## src/pcm_pkg.sv

```systemverilog
// Purpose: shared constants and types of the voice sample serial port
// Assumes: core clock of 100 MHz
// Notes: phase steps drive a 32-bit accumulator whose top bit is the bit clock
package pcm_pkg;

    localparam longint CORE_CLK_HZ = 100_000_000;
    localparam int SAMPLE_BITS = 16;
    localparam int SYNC_STAGES = 2;

    // bit clock rate choices
    typedef enum logic [2:0] {
        RATE_256,
        RATE_512,
        RATE_1024,
        RATE_2048,
        RATE_4096
    } bclk_rate_t;

    localparam longint KHZ = 1000;
    localparam longint FS_BASE_KHZ = 8;
    localparam longint FS_FAST_KHZ = 16;
    localparam longint BCLK_256_KHZ = 256;
    localparam longint BCLK_512_KHZ = 512;
    localparam longint BCLK_1024_KHZ = 1024;
    localparam longint BCLK_2048_KHZ = 2048;
    localparam longint BCLK_4096_KHZ = 4096;
    localparam longint PHASE_ONE = 64'h1_0000_0000;

    localparam logic [31:0] STEP_256 = 32'(BCLK_256_KHZ * KHZ * PHASE_ONE / CORE_CLK_HZ);
    localparam logic [31:0] STEP_512 = 32'(BCLK_512_KHZ * KHZ * PHASE_ONE / CORE_CLK_HZ);
    localparam logic [31:0] STEP_1024 = 32'(BCLK_1024_KHZ * KHZ * PHASE_ONE / CORE_CLK_HZ);
    localparam logic [31:0] STEP_2048 = 32'(BCLK_2048_KHZ * KHZ * PHASE_ONE / CORE_CLK_HZ);
    localparam logic [31:0] STEP_4096 = 32'(BCLK_4096_KHZ * KHZ * PHASE_ONE / CORE_CLK_HZ);

    localparam logic [8:0] FRAME_256 = 9'(BCLK_256_KHZ / FS_BASE_KHZ);
    localparam logic [8:0] FRAME_512 = 9'(BCLK_512_KHZ / FS_BASE_KHZ);
    localparam logic [8:0] FRAME_1024 = 9'(BCLK_1024_KHZ / FS_BASE_KHZ);
    localparam logic [8:0] FRAME_2048 = 9'(BCLK_2048_KHZ / FS_BASE_KHZ);
    localparam logic [8:0] FRAME_4096 = 9'(BCLK_4096_KHZ / FS_FAST_KHZ);
    localparam logic [8:0] BIT_IDLE = 9'h1ff;
    localparam logic [8:0] LAST_DATA_BIT = 9'(SAMPLE_BITS - 1);

    // start-up configuration
    localparam bclk_rate_t DEFAULT_RATE = RATE_2048;
    localparam logic DEFAULT_LONG = 1'b0;
    localparam logic DEFAULT_MASTER = 1'b1;

    // two-wire control link
    localparam longint CTL_KHZ = 100;
    localparam logic [7:0] CTL_QUARTER = 8'(CORE_CLK_HZ / (4 * CTL_KHZ * KHZ) - 1);
    localparam logic [1:0] CTL_LAST_BYTE = 2'h2;

endpackage : pcm_pkg

```

## src/bit_sync.sv

```systemverilog
// Purpose: two flip-flop synchroniser for pin inputs
// Assumes: inputs are asynchronous to core_clk
// Notes: only the second stage may be read by other logic
`timescale 1ns/1ns
module bit_sync #(
    parameter int WIDTH = 1
) (
    input wire logic core_clk,
    input wire logic reset_n,
    input wire logic [WIDTH-1:0] async_in,
    output logic [WIDTH-1:0] sync_out
);
    import pcm_pkg::*;

    typedef struct packed {
        logic [WIDTH-1:0] meta;
        logic [WIDTH-1:0] stable;
    } sync_state_t;

    sync_state_t st_q;
    sync_state_t st_d;

    // first stage feeds only the second
    always_comb begin
        st_d.meta = async_in;
        st_d.stable = st_q.meta;
    end

    always_ff @(posedge core_clk or negedge reset_n) begin
        if (!reset_n) begin
            st_q <= '0;
        end else begin
            st_q <= st_d;
        end
    end

    assign sync_out = st_q.stable;

endmodule : bit_sync

```

## src/ctl_link_master.sv

```systemverilog
// Purpose: two-wire control link master writing one register of the codec
// Assumes: sda_in already synchronised; both lines pulled up outside
// Notes: a write is address, register, data; a missing acknowledge ends it early
`timescale 1ns/1ns
module ctl_link_master (
    input wire logic core_clk,
    input wire logic rst_n,
    input wire logic cmd_valid,
    input wire logic [6:0] cmd_addr,
    input wire logic [7:0] cmd_reg,
    input wire logic [7:0] cmd_data,
    output logic busy,
    output logic nack,
    input wire logic sda_in,
    output logic scl_o,
    output logic scl_oe_n,
    output logic sda_o,
    output logic sda_oe_n
);
    import pcm_pkg::*;

    typedef enum logic [2:0] {IDLE, START, SEND, ACK, STOP} ctl_fsm_t;

    typedef struct packed {
        ctl_fsm_t fsm;
        logic [7:0] tick;
        logic [1:0] quarter;
        logic [1:0] byte_idx;
        logic [2:0] bit_idx;
        logic [7:0] shift;
        logic [15:0] rest;
        logic scl_low;
        logic sda_low;
        logic nack;
    } ctl_state_t;

    ctl_state_t st_q;
    ctl_state_t st_d;
    logic q_end;

    // each bit is four quarter periods; the clock is always ours
    always_comb begin
        st_d = st_q;
        q_end = (st_q.tick == CTL_QUARTER);
        if (st_q.fsm != IDLE) begin
            st_d.tick = q_end ? 8'h00 : st_q.tick + 8'h01;
            if (q_end) begin
                st_d.quarter = st_q.quarter + 2'h1;
            end
        end
        unique case (st_q.fsm)
            IDLE: begin
                st_d.scl_low = 1'b0;
                st_d.sda_low = 1'b0;
                if (cmd_valid) begin
                    st_d.fsm = START;
                    st_d.tick = 8'h00;
                    st_d.quarter = 2'h0;
                    st_d.shift = {cmd_addr, 1'b0};
                    st_d.rest = {cmd_reg, cmd_data};
                    st_d.byte_idx = 2'h0;
                    st_d.bit_idx = 3'h7;
                    st_d.nack = 1'b0;
                end
            end
            START: if (q_end) begin
                st_d.sda_low = 1'b1; // start: data falls while clock high
                if (st_q.quarter == 2'h3) begin
                    st_d.scl_low = 1'b1;
                    st_d.fsm = SEND;
                end
            end
            SEND, ACK: if (q_end) begin
                unique case (st_q.quarter)
                    2'h0: begin
                        st_d.scl_low = 1'b1;
                        st_d.sda_low = (st_q.fsm == SEND) ? !st_q.shift[7] : 1'b0;
                    end
                    2'h1: st_d.scl_low = 1'b0;
                    2'h2: st_d.scl_low = 1'b0;
                    2'h3: begin
                        st_d.scl_low = 1'b1;
                        if (st_q.fsm == SEND) begin
                            st_d.shift = {st_q.shift[6:0], 1'b0};
                            st_d.bit_idx = st_q.bit_idx - 3'h1;
                            if (st_q.bit_idx == 3'h0) begin
                                st_d.fsm = ACK;
                            end
                        end else if (sda_in || st_q.byte_idx == CTL_LAST_BYTE) begin
                            st_d.nack = sda_in;
                            st_d.fsm = STOP;
                        end else begin
                            st_d.shift = st_q.rest[15:8];
                            st_d.rest = {st_q.rest[7:0], 8'h00};
                            st_d.byte_idx = st_q.byte_idx + 2'h1;
                            st_d.bit_idx = 3'h7;
                            st_d.fsm = SEND;
                        end
                    end
                endcase
            end
            STOP: if (q_end) begin
                unique case (st_q.quarter)
                    2'h0: begin
                        st_d.scl_low = 1'b1;
                        st_d.sda_low = 1'b1;
                    end
                    2'h1: st_d.scl_low = 1'b1;
                    2'h2: st_d.scl_low = 1'b0;
                    2'h3: begin
                        st_d.sda_low = 1'b0; // stop: data rises while clock high
                        st_d.fsm = IDLE;
                    end
                endcase
            end
            default: st_d.fsm = IDLE;
        endcase
    end

    always_ff @(posedge core_clk or negedge rst_n) begin
        if (!rst_n) begin
            st_q <= '0;
        end else begin
            st_q <= st_d;
        end
    end

    // open drain: only ever pull low
    assign scl_o = 1'b0;
    assign sda_o = 1'b0;
    assign scl_oe_n = !st_q.scl_low; // see RULE11
    assign sda_oe_n = !st_q.sda_low;
    assign busy = (st_q.fsm != IDLE);
    assign nack = st_q.nack;
endmodule : ctl_link_master

```

## src/voice_pcm_port.sv

```systemverilog
// Purpose: voice sample serial port with codec control link master
// Assumes: link pins are asynchronous; config and samples come from core_clk logic
// Notes: master bit clock comes from a phase accumulator, so edges jitter by one cycle
//
// Operation
// RULE1: short frame runs as master or slave
// RULE2: long frame only as master
// RULE3: every sample is sixteen linear bits
// RULE4: capture on falling, launch on rising edge
// RULE5: short frame: sync falling marks MSB
// RULE6: short frame rates up to 4096 kHz
// RULE7: long frame: sync rising marks MSB
// RULE8: long frame: 8 kHz half-duty sync
// RULE9: frame mode and rate are configurable
// RULE10: start-up: short frame, 2048 kHz, 8 kHz
// RULE11: control link: we always master the clock
// RULE12: clock and sync driven only as master
`timescale 1ns/1ns
module voice_pcm_port (
    input wire logic core_clk,
    input wire logic reset_n,
    input wire logic cfg_load,
    input wire logic cfg_long_frame,
    input wire logic cfg_master,
    input wire pcm_pkg::bclk_rate_t cfg_rate,
    input wire logic [15:0] tx_sample,
    output logic tx_take,
    output logic [15:0] rx_sample,
    output logic rx_valid,
    input wire logic bclk_i,
    output logic bclk_o,
    output logic bclk_oe_n,
    input wire logic sync_i,
    output logic sync_o,
    output logic sync_oe_n,
    input wire logic din,
    output logic dout,
    input wire logic ctl_cmd_valid,
    input wire logic [6:0] ctl_cmd_addr,
    input wire logic [7:0] ctl_cmd_reg,
    input wire logic [7:0] ctl_cmd_data,
    output logic ctl_busy,
    output logic ctl_nack,
    input wire logic scl_i,
    output logic scl_o,
    output logic scl_oe_n,
    input wire logic sda_i,
    output logic sda_o,
    output logic sda_oe_n
);
    import pcm_pkg::*;

    typedef struct packed {
        logic long_mode;
        logic master;
        bclk_rate_t rate;
        logic [31:0] phase;
        logic clk_prev;
        logic sync_at_fall;
        logic [8:0] bit_cnt;
        logic [15:0] tx_shift;
        logic [15:0] rx_shift;
        logic [15:0] rx_sample;
        logic rx_valid;
        logic tx_take;
        logic dout;
        logic sync_out;
    } port_state_t;

    port_state_t st_q;
    port_state_t st_d;

    ////////////////////////////////////////////////////////////////////////////////
    // reset release and pin synchronisers

    logic rst_meta_q;
    logic rst_n;
    logic bclk_s;
    logic sync_s;
    logic din_s;
    logic sda_s;

    // release the reset through two flops
    always_ff @(posedge core_clk or negedge reset_n) begin
        if (!reset_n) begin
            rst_meta_q <= 1'b0;
            rst_n <= 1'b0;
        end else begin
            rst_meta_q <= 1'b1;
            rst_n <= rst_meta_q;
        end
    end

    bit_sync #(.WIDTH(4)) u_pin_sync (
        .core_clk(core_clk),
        .reset_n(rst_n),
        .async_in({bclk_i, sync_i, din, sda_i}),
        .sync_out({bclk_s, sync_s, din_s, sda_s})
    );

    ////////////////////////////////////////////////////////////////////////////////
    // rate decode

    logic [31:0] step;
    logic [8:0] frame_bits;

    // phase step and slots per frame for each rate
    always_comb begin
        unique case (st_q.rate)
            RATE_256: begin
                step = STEP_256;
                frame_bits = FRAME_256;
            end
            RATE_512: begin
                step = STEP_512;
                frame_bits = FRAME_512;
            end
            RATE_1024: begin
                step = STEP_1024;
                frame_bits = FRAME_1024;
            end
            RATE_2048: begin
                step = STEP_2048;
                frame_bits = FRAME_2048;
            end
            RATE_4096: begin
                step = STEP_4096; // 16 kHz sync at 256 slots, see RULE6
                frame_bits = FRAME_4096;
            end
            default: begin
                step = STEP_2048;
                frame_bits = FRAME_2048;
            end
        endcase
    end

    ////////////////////////////////////////////////////////////////////////////////
    // frame engine

    logic clk_now;
    logic rise_ev;
    logic fall_ev;
    logic frame_start;
    logic [8:0] next_cnt;

    always_comb begin
        st_d = st_q;
        st_d.rx_valid = 1'b0;
        st_d.tx_take = 1'b0;
        // master runs the accumulator, slave follows the pin
        if (st_q.master) begin
            st_d.phase = st_q.phase + step;
        end else begin
            st_d.phase = '0;
        end
        clk_now = st_q.master ? st_q.phase[31] : bclk_s; // see RULE12
        st_d.clk_prev = clk_now;
        rise_ev = clk_now && !st_q.clk_prev;
        fall_ev = !clk_now && st_q.clk_prev;
        // master wraps on its own count, slave waits for sync seen high
        if (st_q.master) begin
            frame_start = (st_q.bit_cnt >= frame_bits - 9'h001); // see RULE1
        end else begin
            frame_start = st_q.sync_at_fall; // see RULE1
        end
        if (frame_start) begin
            next_cnt = 9'h000;
        end else if (st_q.bit_cnt == BIT_IDLE) begin
            next_cnt = BIT_IDLE;
        end else begin
            next_cnt = st_q.bit_cnt + 9'h001;
        end
        // launch side
        if (rise_ev) begin
            st_d.bit_cnt = next_cnt;
            if (frame_start) begin
                st_d.tx_shift = tx_sample;
                st_d.dout = tx_sample[15]; // see RULE4
                st_d.tx_take = 1'b1;
            end else if (next_cnt <= LAST_DATA_BIT) begin
                st_d.dout = st_q.tx_shift[14]; // see RULE3
                st_d.tx_shift = {st_q.tx_shift[14:0], 1'b0};
            end else begin
                st_d.dout = 1'b0;
            end
            if (st_q.long_mode) begin
                st_d.sync_out = (next_cnt < (frame_bits >> 1)); // see RULE7 RULE8
            end else begin
                st_d.sync_out = (next_cnt == frame_bits - 9'h001); // see RULE5
            end
        end
        // capture side
        if (fall_ev) begin
            st_d.sync_at_fall = sync_s && !st_q.long_mode;
            if (st_q.bit_cnt <= LAST_DATA_BIT) begin
                st_d.rx_shift = {st_q.rx_shift[14:0], din_s}; // see RULE4
                if (st_q.bit_cnt == LAST_DATA_BIT) begin
                    st_d.rx_sample = {st_q.rx_shift[14:0], din_s}; // see RULE3
                    st_d.rx_valid = 1'b1;
                end
            end
        end
        // new configuration restarts the frame
        if (cfg_load) begin
            st_d.long_mode = cfg_long_frame; // see RULE9
            st_d.master = cfg_master || cfg_long_frame; // see RULE2
            st_d.rate = (cfg_long_frame && cfg_rate == RATE_4096) ? RATE_2048 : cfg_rate;
            st_d.bit_cnt = BIT_IDLE;
            st_d.sync_at_fall = 1'b0;
            st_d.sync_out = 1'b0;
            st_d.dout = 1'b0;
        end
    end

    // start-up defaults, see RULE10
    always_ff @(posedge core_clk or negedge rst_n) begin
        if (!rst_n) begin
            st_q <= '0;
            st_q.long_mode <= DEFAULT_LONG;
            st_q.master <= DEFAULT_MASTER;
            st_q.rate <= DEFAULT_RATE;
            st_q.bit_cnt <= BIT_IDLE;
        end else begin
            st_q <= st_d;
        end
    end

    ////////////////////////////////////////////////////////////////////////////////
    // pins and user side

    assign bclk_o = st_q.phase[31];
    assign sync_o = st_q.sync_out;
    assign bclk_oe_n = !st_q.master; // see RULE12
    assign sync_oe_n = !st_q.master;
    assign dout = st_q.dout;
    assign rx_sample = st_q.rx_sample;
    assign rx_valid = st_q.rx_valid;
    assign tx_take = st_q.tx_take;

    ctl_link_master u_ctl (
        .core_clk(core_clk),
        .rst_n(rst_n),
        .cmd_valid(ctl_cmd_valid),
        .cmd_addr(ctl_cmd_addr),
        .cmd_reg(ctl_cmd_reg),
        .cmd_data(ctl_cmd_data),
        .busy(ctl_busy),
        .nack(ctl_nack),
        .sda_in(sda_s),
        .scl_o(scl_o),
        .scl_oe_n(scl_oe_n),
        .sda_o(sda_o),
        .sda_oe_n(sda_oe_n)
    );
endmodule : voice_pcm_port

```

## config.mk

```make
export PLATFORM = sky130hd
export DESIGN_NAME = voice_pcm_port
export DESIGN_NICKNAME = d
export VERILOG_FILES = /design/src/pcm_pkg.sv /design/src/bit_sync.sv /design/src/ctl_link_master.sv /design/src/voice_pcm_port.sv
export SDC_FILE = /design/constraint.sdc
export NUM_CORES = 1
export LEC_CHECK = 0
export BUFFER_PORTS_ARGS = -buffer_cell sky130_fd_sc_hd__buf_4
export CAP_MARGIN = 5
export CORE_MARGIN = 1.5
export CORE_UTILIZATION = 25
export DETAILED_ROUTE_END_ITERATION = 7
export PLACE_DENSITY = 0.41
export SLEW_MARGIN = 20
export SYNTH_ARGS = -nofsm -noshare
export SYNTH_HDL_FRONTEND = slang
export SYNTH_SLANG_ARGS = --single-unit
```

## constraint.sdc

```tcl
create_clock -name core_clk -period 11.4 [get_ports core_clk]
set_clock_uncertainty 0.1 [all_clocks]
set_input_delay 2.28 -clock core_clk [delete_from_list [all_inputs] [get_ports core_clk]]
set_output_delay 2.28 -clock core_clk [all_outputs]
set_load 0.1 [all_outputs]
```

Yosys cells after proc, flatten, opt, wreduce, memory -nomap -nowiden
Cells that the tools add are included.
{ "totals": {"regBits": 154, "input_bits": 53, "output_inout_bits": 29, "wordCells": 164} }
{ "classes": {"n_addsub": 7, "order_cmp": 4, "eq_ne": 31, "n_mux": 58, "n_reduce_logical": 36} }
{ "ops": {"columns": ["cell", "n"], "rows": [
  ["one-hot mux 28 bit (4 select lines)", 1],
  ["two-way mux 32 bit", 2],
  ["two-way mux 29 bit", 2],
  ["one-hot mux 29 bit (2 select lines)", 1],
  ["two-way mux 16 bit", 3],
  ["two-way mux 42 bit", 1],
  ["two-way mux 3 bit", 11],
  ["adder 32 bit", 1],
  ["two-way mux 10 bit", 3],
  ["one-hot mux 9 bit (3 select lines)", 1],
  ["two-way mux 25 bit", 1],
  ["AND reduction 6 bit", 4],
  ["less-or-equal comparator 9 x 4 -> 1 bit (second input constant)", 2],
  ["two-way mux 9 bit", 2],
  ["two-way mux 1 bit", 17],
  ["inequality test 2 x 1 -> 1 bit (second input constant)", 8],
  ["one-hot mux 3 bit (4 select lines)", 1],
  ["two-way mux 11 bit", 1],
  ["two-way mux 2 bit", 5],
  ["adder 9 x 1 -> 9 bit (second input constant)", 1],
  ["equality test 3 x 2 -> 1 bit (second input constant)", 3],
  ["equality test 3 bit (second input constant)", 3],
  ["equality test 9 x 4 -> 1 bit (second input constant)", 1],
  ["equality test 9 bit", 1],
  ["31 further kinds", 60]
]} }

Logic depth before layout (Yosys ltp)
{ "depth": {"ltp_word": 11, "depth_mapped": 18, "depth_no_buf": 16} }

Cells and area by module
A second synthesis with hierarchy kept.
{ "hier_totals": {"cells_unflattened": 892, "area_unflattened_um2": 8780.9} }
{ "by_module_without_submodules": {"columns": ["mod", "n_inst", "cells_each", "area_each_um2", "seq_area_each_um2"], "rows": [
  ["voice_pcm_port", 1, 605, 5893.2, 2517.4],
  ["ctl_link_master", 1, 279, 2687.6, 1126.1],
  ["bit_sync", 1, 8, 200.2, 200.2]
]} }

Worst setup path after synthesis
Ideal clock, no wire load.
{ "synth_timing": {"kind": "reg-to-output", "from": "register st_q[98] (netlist name)", "to": "output sync_oe_n", "arrival_time_ns": 2.236, "required_time_ns": 9.020, "path_slack_ns": 6.784, "stages_incl_launch_ff": 5, "n_path_buf": 3, "path_cell_list": "dfstp_2 > inv_2 > clkbuf_1 > clkbuf_1 > buf_4"} }
{ "synth_via": {"elab_chain_len": 1} }
{ "synth_lines": {"columns": ["element", "line_no", "rtl"], "rows": [
  ["start: declaration", "voice_pcm_port.sv:70", "port_state_t st_q;"],
  ["start signal: assignment", "voice_pcm_port.sv:224", "st_q <= st_d;"],
  ["zero test 1 bit", null, null],
  ["end: declaration", "voice_pcm_port.sv:35", "output logic sync_oe_n,"]
]} }
Every way passes these cells.

Final worst setup path
{ "layout_timing": {"from": "register u_ctl.st_q[42] (netlist name)", "to": "output ctl_busy"} }
{ "layout_via": {"elab_chain_len": 1} }
{ "layout_lines": {"columns": ["element", "line_no", "rtl"], "rows": [
  ["start: declaration", "ctl_link_master.sv:37", "ctl_state_t st_q;"],
  ["start signal: assignment", "ctl_link_master.sv:124", "st_q <= st_d;"],
  ["nonzero test 3 bit", "ctl_link_master.sv:133", "assign busy = (st_q.fsm != IDLE);"],
  ["end: declaration", "voice_pcm_port.sv:42", "output logic ctl_busy,"]
]} }
Every way passes these cells.

==> impl.org <==
** STA
- Min Tclk post-route :: 4560 ps
- For the final routed database, the setup TNS stands at 0 ps.
- Relative slew slack :: between 30 and 40%
- The final critical path takes up 40.0% of the cycle.
- Unrepaired setup endpoints after global routing :: no
- At the pin with the least slew margin, the transition time is between 900 and 1000 ps.
- Setup violations remaining at the end of the flow were counted as 0.
- Pins Over Slew Limit :: 0
- The number of hold-slack violations in the final timing report was 0.
- Achievable Freq :: approximately 0.22 GHz

** Synth
- In this run, synthesis produced a sequential element count of 153.
- Gate count after technology mapping :: 869
- During synthesis, Yosys emitted a total of 0 warnings.
- Share of the yosys chip area belonging to registers :: 44.8%
- Post-synth ARST share :: 100%
- Distinct cell type count of the synthesized netlist :: 77
- Post-Synthesis Mean Instance Area :: 9.87 um^2
- Among all flip-flop cells after synthesis, the most frequent one is dfrtp_1.
- In this run the cell area of the synthesized design comes to 8580 um^2.
- Post-synth EDFFs :: 0

** Pwr
- Power per cell area :: approximately 220 nW/um^2
- Cell internal power was estimated by the tool at around 1.3 mW.
- Proportion of total power due to net switching :: slightly below 40%
- The clock network is responsible for 24.4% of the overall power.
- The share of total power dissipated in combinational logic is about two fifths.
- For this design the static power due to leakage is 4.68 nW.
- Worst supply voltage drop on vdd :: 0.105 mV
- Sequential power share :: between 30% and 40%
- In this run the power spent charging and discharging nets is 0.882 mW.

** Route
- Number of nets still failing antenna checks after routing :: 0
- The first detailed-routing pass ran for 4 iterations.
- For this run, design rule violations remaining after detail routing come to 0.
- Vias per inst :: 4.50
- Drt first-iter violations :: 342
- Average wire per standard cell :: 14.4 um
- Total wire length :: between 15000 and 20000 um
- Via count of the routed design :: 6200

** Layout
- The sequential cells in the finished layout cover a total of 3850 um^2.
- Number of standard cells in the final layout excluding fillers :: 1379
- Share of final-layout standard cells stronger than drive strength 1 :: 22.0%
- Count of inserted antenna diode cells :: 0
- Post-route core utilization :: 29.7%
- At the end of the flow, the number of nets in the layout was 1017.
- Layout overhead on the synthesized area :: 16.5%
- Area of the multi-input gates :: 4240 um^2
- After routing the design area is between 9000 and 10000 um^2.
- Counting the fill cells in the layout gives 3578.

** Place
- Summed over all nets, the half-perimeter wirelength after detailed placement is 13700 um.
- The placed instances occupy a cell area of 9440 um^2.
- Final GP Congestion :: roughly 0.76
- Count of input and output buffers :: 78
- Placed instance count :: 1347

** Clock network
- The number of hold buffers added after CTS was 0.
- Clock tree synthesis selected as its root buffer the cell clkbuf_16.
- TritonCTS created 17 clock buffers.
- Skew-Pair Late Insertion Delay :: 430 ps
- For this design, the sink count on the clock tree is 153.
- Count of instances resized after the clock tree is built :: 0
- TritonCTS built the clock tree.
- Total setup buffers inserted after CTS :: 0
- The longest clock path from root to sink contains 2 buffers.
- Clock-pin transition on the worst setup and hold timing paths :: 60 ps
- CTS built an H-tree with a depth of 4.

** Critical path
- Classification of the worst setup path :: reg -> out
- Startpoint type of the worst setup path :: flip-flop
- The worst register-to-register path begins at st_q[97].
- Along the worst path, the maximum fanout reaches 23.
- STA puts the critical path data required time at 9020 ps.
- Tracing the worst setup path back leads to its startpoint at u_ctl.st_q[42].
- R2R setup slack :: 7240 ps
- Following the worst setup path forward leads to its endpoint at ctl_busy.
- At the worst endpoint, the arrival time is 2180 ps.
- The worst register-to-register path ends at sync_o.
- STA classifies the critical path endpoint as a primary output.
- Depth of the worst register-to-register path :: 16

** Hold path
- Hold Crit Class :: reg -> async

** Die
- Chip height :: around 190 um
- Core footprint :: 33700 um^2
- Once the floorplan was initialized, standard cells occupied around a quarter of the core.
- Die span in x :: 188 um
- Total number of placement rows :: 67
- Pin placement for this block handled 82 I/O pins.
- The die covers 35400 um^2.

** Global routing
- The first global-routing pass estimated 33200 um of wire.
- Largest net degree at the start of global routing :: between 60 and 70
- Antenna violations before repair :: 0
- Residual overflow from global routing :: 0
- The number of global-route vias before repair is 6265.
- For this run, the total global-route usage over all layers was measured as 11.6%.

** Outcome
- The flow ran to the end, and the final reports show no timing, DRC or antenna violations.

** Run
- Number of maximum-capacitance violations :: 0
==> final cells by class <==
| cell class | instances | area share, % |
|---|---|---|
| Multi-Input combinational cell | 618 | 42.4 |
| Sequential cell | 153 | 38.5 |
| Timing Repair Buffer | 84 | 6.31 |
| Tap cell | 448 | 5.61 |
| Clock buffer | 18 | 4.39 |
| Inverter | 44 | 1.65 |
| Clock inverter | 14 | 1.13 |
==> worst min path at each step <==
stage                           from        to  slack, ps  depth (start not counted)
after floorplan           rst_meta_q     rst_n        230                          0
after global placement         rst_n  st_q[42]        110                          0
after detailed placement       rst_n  st_q[42]        110                          0
after CTS                      rst_n  st_q[42]        120                          0
after global routing           rst_n  st_q[42]        130                          0
final                          rst_n  st_q[42]        100                          0
==> logic make-up after synthesis <==
family | share of synthesized area, %
simple gates | 14.5
compound gates | 15.6
flops | 44.8
buf+inv | 5.88
mux | 9.61
fa+ha+maj | 6.79
xor+xnor | 2.77
other cells | 0.0875
==> metrics by stage <==
stage / power [mW] / setup slack [ps] / hold WS [ps]
after detailed placement: 1.70 / 7160 / 112
after floorplan: 1.50 / 6740 / 231
final: 2.22 / 6840 / 97.0
after global placement: 1.70 / 7140 / 111
after CTS: 2.26 / 6790 / 118
after global routing: 2.41 / 6640 / 131
==> placed cells by master (no fill, tap or decap), types with 5 or more instances in the layout <==
cell / instances
nor3_1: 13
nand4_1: 7
nor2_1: 91
mux2i_1: 13
ha_1: 45
or3_1: 5
nand3_1: 26
dfstp_2: 12
and2_1: 8
buf_4: 84
a221oi_1: 8
a211o_1: 7
a31oi_1: 15
and3_1: 6
o21ai_0: 51
clkbuf_16: 17
a21o_1: 16
o21bai_1: 7
nand2_1: 71
nand2b_1: 15
inv_1: 43
mux2_4: 8
inv_6: 6
xor2_1: 12
dfrtp_1: 140
a21oi_1: 60
mux2_2: 49
xnor2_1: 12
clkinvlp_4: 5
==> power groups by stage <==
stage | sequential (mW) | clock, mW | combinational, mW
after CTS | 0.785 | 0.568 | 0.911
after floorplan | 0.770 | 0 | 0.729
after detailed placement | 0.795 | 0 | 0.906
after global routing | 0.804 | 0.589 | 1.02
after global placement | 0.794 | 0 | 0.904
final | 0.782 | 0.543 | 0.898
==> layer usage <==
layer / routed length [um] / vias to the layer above / global-route usage (%)
li1: - / 3144 / -
met1: 9770 / 2971 / 15.5
met2: 9180 / 73 / 18.8
met3: 690 / 12 / 2.59
met4: 223 / 0 / 3.51
met5: 0 / - / 0
==> synth_stat cells (12+ instances only) <==
| cell type | number | area share [%] |
|---|---|---|
| mux2i_1 | 13 | 1.5 |
| clkbuf_1 | 23 | 1.0 |
| dfstp_2 | 12 | 3.7 |
| inv_1 | 43 | 1.9 |
| xnor2_1 | 12 | 1.2 |
| mux2_2 | 49 | 6.4 |
| nor2_1 | 91 | 4.0 |
| nand3_1 | 26 | 1.5 |
| ha_1 | 45 | 6.6 |
| nand2b_1 | 15 | 1.1 |
| nand2_1 | 71 | 3.1 |
| a31oi_1 | 15 | 1.1 |
| a21o_1 | 16 | 1.4 |
| dfrtp_1 | 141 | 41 |
| xor2_1 | 12 | 1.2 |
| o21ai_0 | 51 | 3.0 |
| nor3_1 | 13 | 0.76 |
| buf_4 | 23 | 2.0 |
| a21oi_1 | 60 | 3.5 |
==> flip-flops by register name (all words and copies together), names as in the netlist, 4 cells and up <==
register	count
u_pin_sync.sync_out	4
u_ctl.st_q	44
rx_sample	16
u_pin_sync.st_d	4
st_q	77
==> critical path: stages, from the launching register on <==
cell and delay, ps:
dfrtp_1 700, nor3_1 540, inv_1 220, buf_4 290
(Power assumes the default switching activity.)
